**src/include/status_word_pkg.sv**
```systemverilog
package status_word_pkg;
  // Bit positions in the combined status word
  localparam int NEG_BIT = 31;
  localparam int ZERO_BIT = 30;
  localparam int CARRY_BIT = 29;
  localparam int OVF_BIT = 28;
  localparam int SAT_BIT = 27;
  localparam int EXEC_HI_MSB = 26;
  localparam int EXEC_HI_LSB = 25;
  localparam int COMPACT_BIT = 24;
  localparam int EXEC_LO_MSB = 15;
  localparam int EXEC_LO_LSB = 10;
  localparam int RESUME_MSB = 15;
  localparam int RESUME_LSB = 12;
  localparam int EXC_NUM_MSB = 8;
  localparam int EXC_NUM_W = 9;

  // Part select masks for special-register moves
  localparam logic [2:0] SEL_APP = 3'h1;
  localparam logic [2:0] SEL_INT = 3'h2;
  localparam logic [2:0] SEL_EXEC = 3'h4;

  // Exception numbers
  localparam logic [8:0] EXC_THREAD = 9'h000;
  localparam logic [8:0] EXC_NMI = 9'h002;
  localparam logic [8:0] EXC_HARD = 9'h003;
  localparam logic [8:0] EXC_MEM = 9'h004;
  localparam logic [8:0] EXC_BUS = 9'h005;
  localparam logic [8:0] EXC_USAGE = 9'h006;
  localparam logic [8:0] EXC_SVC = 9'h00b;
  localparam logic [8:0] EXC_PEND_SERVICE = 9'h00e;
  localparam logic [8:0] EXC_TICK = 9'h00f;
  localparam logic [8:0] EXC_IRQ_BASE = 9'h010;
  localparam logic [8:0] EXC_IRQ_LAST = 9'h053;

  // Reset values
  localparam logic [4:0] FLAGS_RST = 5'h00;
  localparam logic [8:0] EXC_NUM_RST = 9'h000;
  localparam logic [7:0] EXEC_STATE_RST = 8'h00;
  localparam logic XFER_HELD_RST = 1'b0;
  localparam logic EXC_LEGAL_RST = 1'b1;
  localparam logic [31:0] READ_DATA_RST = 32'h0000_0000;
  localparam logic [31:0] STACK_WORD_RST = 32'h0100_0000;

  // Conditional-block tracker states
  typedef enum logic [1:0]
  {
    BLK_IDLE = 2'b00,
    BLK_COND = 2'b01,
    BLK_HELD = 2'b11
  } block_state_e;
endpackage : status_word_pkg

```
**src/rtl/cond_block_tracker.sv**
```systemverilog
`timescale 1ns/1ns
// Tracks the conditional-block state across up to four instructions
module cond_block_tracker
  import status_word_pkg::*;
(
  input wire logic clk, // Core clock
  input wire logic rst, // Async reset
  input wire logic block_start, // Block instruction retires
  input wire logic [7:0] block_init, // Condition and mask byte
  input wire logic instr_retire, // Instruction in block retires
  input wire logic clear, // Abandon the block
  output logic [7:0] block_state, // Condition/mask byte for next cycle
  output logic block_active // Block in progress next cycle
);
  block_state_e st_q, st_d;
  logic [7:0] bits_q, bits_d;

  // Next state: the mask shifts once per retired instruction
  always_comb
  begin
    st_d = st_q;
    bits_d = bits_q;
    case (st_q)
      BLK_IDLE:
      begin
        if (block_start)
        begin
          bits_d = block_init;
          st_d = BLK_COND;
        end
      end
      BLK_COND, BLK_HELD:
      begin
        if (clear)
        begin
          bits_d = 8'h00;
          st_d = BLK_IDLE;
        end
        else if (instr_retire)
        begin
          // Low mask bit of condition: same or inverse per slot
          if (bits_q[2:0] == 3'h0)
          begin
            bits_d = 8'h00;
            st_d = BLK_IDLE;
          end
          else
          begin
            bits_d = {bits_q[7:5], bits_q[4:0] << 1};
            st_d = BLK_HELD;
          end
        end
      end
      default:
      begin
        st_d = BLK_IDLE;
        bits_d = 8'h00;
      end
    endcase
  end

  // State registers
  always_ff @(posedge clk or posedge rst)
  begin
    if (rst)
    begin
      st_q <= BLK_IDLE;
      bits_q <= 8'h00;
    end
    else
    begin
      st_q <= st_d;
      bits_q <= bits_d;
    end
  end

  // Next values go out so the owner's register tracks without a lag
  assign block_state = bits_d;
  assign block_active = (st_d != BLK_IDLE);
endmodule : cond_block_tracker

```
**src/rtl/program_status_register.sv**
```systemverilog
`timescale 1ns/1ns
module program_status_register
  import status_word_pkg::*;
#(
  parameter int IRQ_COUNT = 68 // External interrupt lines
)
(
  input wire logic clk, // Core clock
  input wire logic rst, // Async reset, active high
  input wire logic flags_we, // Flag-setting instruction retires
  input wire logic flag_n, // Result negative or less-than
  input wire logic flag_z, // Result zero
  input wire logic flag_c, // Carry or no-borrow
  input wire logic flag_v, // Overflow
  input wire logic sat_event, // Saturate instruction saturated
  input wire logic sr_read, // Special-register read
  input wire logic sr_write, // Special-register write
  input wire logic [2:0] sr_sel, // Part select mask
  input wire logic [31:0] sr_wdata, // Write data
  input wire logic exc_enter, // Exception entry
  input wire logic exc_return, // Exception return
  input wire logic [8:0] exc_number, // Number of entered exception
  input wire logic [8:0] exc_ret_number, // Number restored on return
  input wire logic [7:0] exc_ret_exec, // Execution state restored on return
  input wire logic xfer_suspend, // Multi-register transfer interrupted
  input wire logic [3:0] xfer_next_reg, // Next register to transfer
  input wire logic xfer_resume_done, // Resumed transfer has taken state
  input wire logic block_start, // Conditional-block instruction retires
  input wire logic [7:0] block_init, // Block condition and mask
  input wire logic block_retire, // Instruction inside block retires
  output logic [31:0] sr_rdata, // Read data
  output logic [31:0] stacked_word, // Full word for stacking
  output logic [3:0] resume_reg, // Register at which to resume
  output logic resume_valid, // Transfer state is held
  output logic [7:0] cond_state, // Live execution state byte, block or transfer
  output logic exc_valid_num // Active number is a legal encoding
);
  logic [4:0] flags_q, flags_d;
  logic [8:0] exc_q, exc_d;
  logic [7:0] exec_q, exec_d;
  logic xfer_q, xfer_d;
  logic [31:0] rdata_q, rdata_d;
  logic [31:0] stack_q, stack_d;
  logic legal_q, legal_d;
  logic [7:0] blk_bits;
  logic blk_active;
  logic [31:0] full_word;

  // Legal exception encodings
  function automatic logic exc_legal(input logic [8:0] num);
    logic ok;
    ok = 1'b0;
    case (num)
      EXC_THREAD, EXC_NMI, EXC_HARD, EXC_MEM, EXC_BUS, EXC_USAGE: ok = 1'b1;
      EXC_SVC, EXC_PEND_SERVICE, EXC_TICK: ok = 1'b1;
      default:
        ok = (num >= EXC_IRQ_BASE) &&
             (num < EXC_IRQ_BASE + 9'(IRQ_COUNT)) && (num <= EXC_IRQ_LAST);
    endcase
    return ok;
  endfunction : exc_legal

  // Place the eight shared execution bits in word position
  function automatic logic [31:0] exec_place(input logic [7:0] st);
    logic [31:0] w;
    w = 32'h0000_0000;
    w[EXEC_HI_MSB:EXEC_HI_LSB] = st[7:6];
    w[EXEC_LO_MSB:EXEC_LO_LSB] = st[5:0];
    w[COMPACT_BIT] = 1'b1;
    return w;
  endfunction : exec_place

  cond_block_tracker u_block
  (
    .clk(clk),
    .rst(rst),
    .block_start(block_start & ~xfer_q),
    .block_init(block_init),
    .instr_retire(block_retire),
    .clear(exc_enter | xfer_suspend),
    .block_state(blk_bits),
    .block_active(blk_active)
  );

  // Full word from all three parts
  always_comb
  begin
    full_word = exec_place(exec_q);
    full_word[NEG_BIT:SAT_BIT] = flags_q;
    full_word[EXC_NUM_MSB:0] = exc_q;
  end

  // Next flag values; hardware events win over a software write
  always_comb
  begin
    flags_d = flags_q;
    if (flags_we)
    begin
      flags_d[4:1] = {flag_n, flag_z, flag_c, flag_v};
    end
    if (sr_write && sr_sel[0])
    begin
      // Write only the flag bits; reserved and other parts untouched
      flags_d = sr_wdata[NEG_BIT:SAT_BIT];
      if (flags_we)
      begin
        flags_d[4:1] = {flag_n, flag_z, flag_c, flag_v};
      end
    end
    if (sat_event)
    begin
      flags_d[0] = 1'b1;
    end
  end

  // Flag register
  // Saturation bit stays set until software writes it to zero
  always_ff @(posedge clk or posedge rst)
  begin
    if (rst)
    begin
      flags_q <= FLAGS_RST;
    end
    else
    begin
      flags_q <= flags_d;
    end
  end

  // Next exception number; only entry or return moves it, never a write
  always_comb
  begin
    exc_d = exc_q;
    if (exc_enter)
    begin
      exc_d = exc_number;
    end
    else if (exc_return)
    begin
      exc_d = exc_ret_number;
    end
    // Legality follows the number that will be held next cycle
    legal_d = exc_legal(exc_d);
  end

  // Exception number register and its legality flag
  always_ff @(posedge clk or posedge rst)
  begin
    if (rst)
    begin
      exc_q <= EXC_NUM_RST;
      legal_q <= EXC_LEGAL_RST;
    end
    else
    begin
      exc_q <= exc_d;
      legal_q <= legal_d;
    end
  end

  // Next execution state; a suspend takes precedence over all else
  // A block state restored on return is dropped once the tracker is idle
  always_comb
  begin
    exec_d = exec_q;
    xfer_d = xfer_q;
    if (xfer_suspend)
    begin
      exec_d = {2'b00, xfer_next_reg, 2'b00};
      xfer_d = 1'b1;
    end
    else if (exc_return)
    begin
      exec_d = exc_ret_exec;
      xfer_d = (exc_ret_exec[7:6] == 2'b00) && (exc_ret_exec[1:0] == 2'b00) &&
               (exc_ret_exec[5:2] != 4'h0);
    end
    else if (xfer_q)
    begin
      if (xfer_resume_done)
      begin
        exec_d = EXEC_STATE_RST;
        xfer_d = 1'b0;
      end
    end
    // Tracker's next byte, so the state shows one cycle after its cause
    else if (blk_active)
    begin
      exec_d = blk_bits;
    end
    else
    begin
      exec_d = EXEC_STATE_RST;
    end
  end

  // Execution state register and the transfer-held marker
  always_ff @(posedge clk or posedge rst)
  begin
    if (rst)
    begin
      exec_q <= EXEC_STATE_RST;
      xfer_q <= XFER_HELD_RST;
    end
    else
    begin
      exec_q <= exec_d;
      xfer_q <= xfer_d;
    end
  end

  // Next read data; parts not selected read as zero
  always_comb
  begin
    rdata_d = 32'h0000_0000;
    if (sr_read)
    begin
      if (sr_sel[0])
      begin
        rdata_d[NEG_BIT:SAT_BIT] = flags_q;
      end
      if (sr_sel[1])
      begin
        rdata_d[EXC_NUM_MSB:0] = exc_q;
      end
      // Execution part never reaches software, bit 24 included
      if (sr_sel[2])
      begin
        rdata_d = rdata_d & ~exec_place(8'hff);
      end
    end
  end

  // Read data register; a read answers one cycle later
  // Idle cycles return zero so stale data never lingers
  always_ff @(posedge clk or posedge rst)
  begin
    if (rst)
    begin
      rdata_q <= READ_DATA_RST;
    end
    else
    begin
      rdata_q <= rdata_d;
    end
  end

  // Capture the full word on entry; held until the next entry
  // Entry and capture share one edge, so the word is the pre-entry state
  always_comb
  begin
    stack_d = stack_q;
    if (exc_enter)
    begin
      stack_d = full_word;
    end
  end

  // Stacked copy register
  always_ff @(posedge clk or posedge rst)
  begin
    if (rst)
    begin
      stack_q <= STACK_WORD_RST;
    end
    else
    begin
      stack_q <= stack_d;
    end
  end

  // Outputs come straight from registers
  assign sr_rdata = rdata_q;
  assign stacked_word = stack_q;
  assign resume_reg = exec_q[5:2];
  assign resume_valid = xfer_q;
  assign cond_state = exec_q;
  assign exc_valid_num = legal_q;
endmodule : program_status_register

```
**config.mk**
```make
export PLATFORM = sky130hd
export DESIGN_NAME = program_status_register
export DESIGN_NICKNAME = d
export VERILOG_FILES = /design/src/include/status_word_pkg.sv /design/src/rtl/cond_block_tracker.sv /design/src/rtl/program_status_register.sv
export SDC_FILE = /design/constraint.sdc
export NUM_CORES = 1
export LEC_CHECK = 0
export BUFFER_PORTS_ARGS = -buffer_cell sky130_fd_sc_hd__buf_2
export CORE_AREA = 4 4 90 92
export DETAILED_ROUTE_END_ITERATION = 8
export DIE_AREA = 0 0 94 96
export PLACE_DENSITY_LB_ADDON = 0.2
export SLEW_MARGIN = 20
export SYNTH_ARGS = -nofsm -noshare
export SYNTH_HDL_FRONTEND = slang
export SYNTH_HIERARCHICAL = 1
export SYNTH_SLANG_ARGS = --single-unit
```
**constraint.sdc**
```tcl
create_clock -name clk -period 2.9 [get_ports clk]
set_clock_uncertainty 0.15 [all_clocks]
set_input_delay 0.87 -clock clk [delete_from_list [all_inputs] [get_ports clk]]
set_output_delay 0.87 -clock clk [all_outputs]
set_load 0.01 [all_outputs]
```
==> flow_summary.json <==
{
  "grt.overflow.total": 0,
  "min_from": "stacked_word[26]",
  "synth_top_area_share_pct": 52.2,
  "htree_levels": 3,
  "maxSlewViolCount": 0,
  "rows": 31,
  "syn_inst": 281,
  "yosys-top-cells-area": "dfrtp_1 (52%), buf_4 (7.5%), mux2_2 (7.5%), mux2i_1 (7.0%), nand2_1 (3.2%)",
  "cts_resized": 0,
  "cp-start-kind": "input port",
  "fmax_ghz": 0.417,
  "synthFlopType": "dfrtp_1",
  "hold_class": "flop to flop",
  "cts_tree": "done",
  "grt_max_degree": 39,
  "syn2layout_area_growth_pct": 21.2,
  "crit_required_ns": 2.97,
  "fp.dieArea_mm2": 0.00902,
  "post_cts_buffers": 0,
  "die_w_um": 94,
  "p_leak_nw": 2.12,
  "grt_setup_unrepaired": "no",
  "io_pins": 167,
  "cts.clk_slew.worst_paths_ns": 0.07,
  "wl_per_cell_um": 14.7,
  "async_flop_share_pct": 100,
  "grt_use_total_pct": 16.4,
  "finalSetupViolCount": 0,
  "hold_viol": 0,
  "r2r_start": "u_block/bits_q[2]",
  "slew_headroom_pct": 63.3,
  "yosysSeqAreaShare_pct": 53.0,
  "core_area_mm2": 0.00721,
  "synth_commonest_cells": "dfrtp_1 (69), buf_4 (33), nand2_1 (28)",
  "synth_most_common_cell": "dfrtp_1",
  "yosysTopAreaCell": "dfrtp_1",
  "tightestPinTransition_ns": 0.549,
  "vias": 2382,
  "yosysWarnings": 6,
  "start_util_pct": 45.9,
  "clk_path_buf_depth": 2,
  "firstDrtPassIters": 4,
  "ir_drop_uv": 342,
  "maxCapViolCount": 0,
  "power_density_mw_per_mm2": 562,
  "drt-total-wl_um": 7290,
  "maxUsedRoutingLayer": "met4",
  "dp_hpwl_um": 5490,
  "cts_hold_buf": 0,
  "clkLatencyLatePin_ns": 0.34,
  "fin_crit_ns": 2.40,
  "finalSetupTns_ns": 0,
  "cts-root-buf": "clkbuf_8",
  "cp-end-kind": "flop",
  "synth_seq_cells": 70,
  "status": "complete, no violations",
  "ys_types": 41,
  "ant_nets": 0,
  "fp.dieH_um": 96,
  "dpl.cell_count": 479,
  "avgSynthCellArea_um2": 11.8,
  "wirelength_met1_um": 3140,
  "cp-startpoint": "block_retire",
  "first_iter_violations": 64,
  "cts_buffers": 9,
  "critical_path_class": "input port to flop",
  "layout.nets": 480,
  "portBuffers": 110,
  "route.met3.wl_um": 522,
  "crit_arrival_ns": 2.47,
  "first_global_vias": 2321,
  "drive_above_1_share_pct": 41.9,
  "globalplace.congestion": 0.868,
  "wl_met2_um": 3540,
  "synth_area_mm2": 0.00331,
  "synth_edf_count": 0,
  "fin_crit_sh_pct": 82.7,
  "stdcell_count": 495,
  "grt_pass1_wl_um": 11200,
  "drc": 0,
  "cts_sinks": 70,
  "diodes": 0,
  "cp_max_fo": 8,
  "via_per_inst": 4.81,
  "antenna_found_initial": 0
}
==> cell families after synthesis <==
family                 count (synthesis)  synth area share [%]
AO/OA/AOI/OAI                         46                  9.91
XOR/XNOR                               1                 0.265
buffers and inverters                 53                  10.6
flip-flops                            70                  53.0
multiplexers                          49                  16.4
other                                  2                 0.227
AND/OR/NAND/NOR                       60                  9.64
==> worst max-delay path, stage by stage <==
cell and delay [ns]:
buf_2 0.21, nor4b_4 0.34, nor2_4 0.07, a2bb2oi_1 0.15
nor2b_1 0.13, buf_4 0.16, nand2_1 0.06, o21ai_0 0.07
a222oi_1 0.35, inv_1 0.07
==> layer usage <==
layer	global-route usage, %	up-vias
met1	20.3	1139
met2	26.7	86
met5	0	-
li1	-	1146
met3	4.85	11
met4	7.10	0
==> registers in the layout (all words and copies together) (netlist names) <==
| name | cells |
|---|---|
| resume_valid | 1 |
| u_block/bits_q | 8 |
| cond_state | 8 |
| exc_q | 9 |
| flags_q | 5 |
| exc_valid_num | 1 |
| stacked_word | 22 |
| u_block/st_q | 2 |
| sr_rdata | 14 |
==> power by group <==
| group | total (mW) | internal, mW | switching [mW] | leakage [nW] |
|---|---|---|---|---|
| clock network | 0.707 | 0.357 | 0.350 | 0.0857 |
| logic | 0.409 | 0.189 | 0.220 | 1.16 |
| registers | 1.14 | 1.08 | 0.0646 | 0.880 |
==> path summary, 6_finish.rpt <==
path / slack (ns) / endpoint / cells after the start
worst min-delay path: 0.35 / stacked_word[26] / 1
worst max-delay path: 0.50 / cond_state[5] / 10
max in group asynchronous: 1.54 / exc_valid_num / 3
worst min register to register: 0.35 / stacked_word[26] / 1
min in group asynchronous: 0.37 / u_block/bits_q[1] / 2
worst max register to register: 0.75 / cond_state[5] / 9
==> cells in the final DEF (no fill, tap or decap), types with 2 or more instances in the layout <==
master	synthesis	routed
buf_2	5	110
dfrtp_1	69	69
nand2_1	28	28
conb_1	2	28
mux2i_1	23	23
mux2_2	22	22
o21ai_0	17	16
and3_1	15	15
clkbuf_8	0	11
inv_1	9	8
buf_4	33	6
nor2_1	5	5
a21oi_1	4	4
a22o_1	4	4
nor2b_1	3	3
a222oi_1	3	3
o21ai_1	2	3
o22ai_1	3	3
o2bb2ai_1	3	3
mux2_4	2	2
or2_2	2	2
nor4_1	2	2
clkbuf_1	3	2
clkinvlp_4	0	2
a2bb2oi_1	2	2
==> through the flow <==
stage | util, % | instance area [um2] | hold slack (ns) | power, mW | setup slack [ns]
finish | 55.6 | 4010 | 0.351 | 2.26 | 0.503
global route | 55.6 | 4010 | 0.365 | 2.38 | 0.340
CTS | 55.6 | 4010 | 0.357 | 2.28 | 0.525
detailed placement | 53.1 | 3830 | 0.341 | 1.57 | 0.158
global placement | 53.1 | 3830 | 0.333 | 1.56 | 0.210
floorplan | - | 3430 | 0.317 | 1.44 | 0.0178
==> cell type report <==
| type | instances | area (um2) |
|---|---|---|
| inverters | 9 | 33.8 |
| repair buffers | 117 | 616 |
| well taps | 99 | 124 |
| multi-input cells | 184 | 1310 |
| flip-flops and latches | 70 | 1750 |
| clock inverters | 3 | 20.0 |
| clock buffers | 13 | 159 |
| fillers | 661 | 3200 |
(Power assumes the default switching activity.)
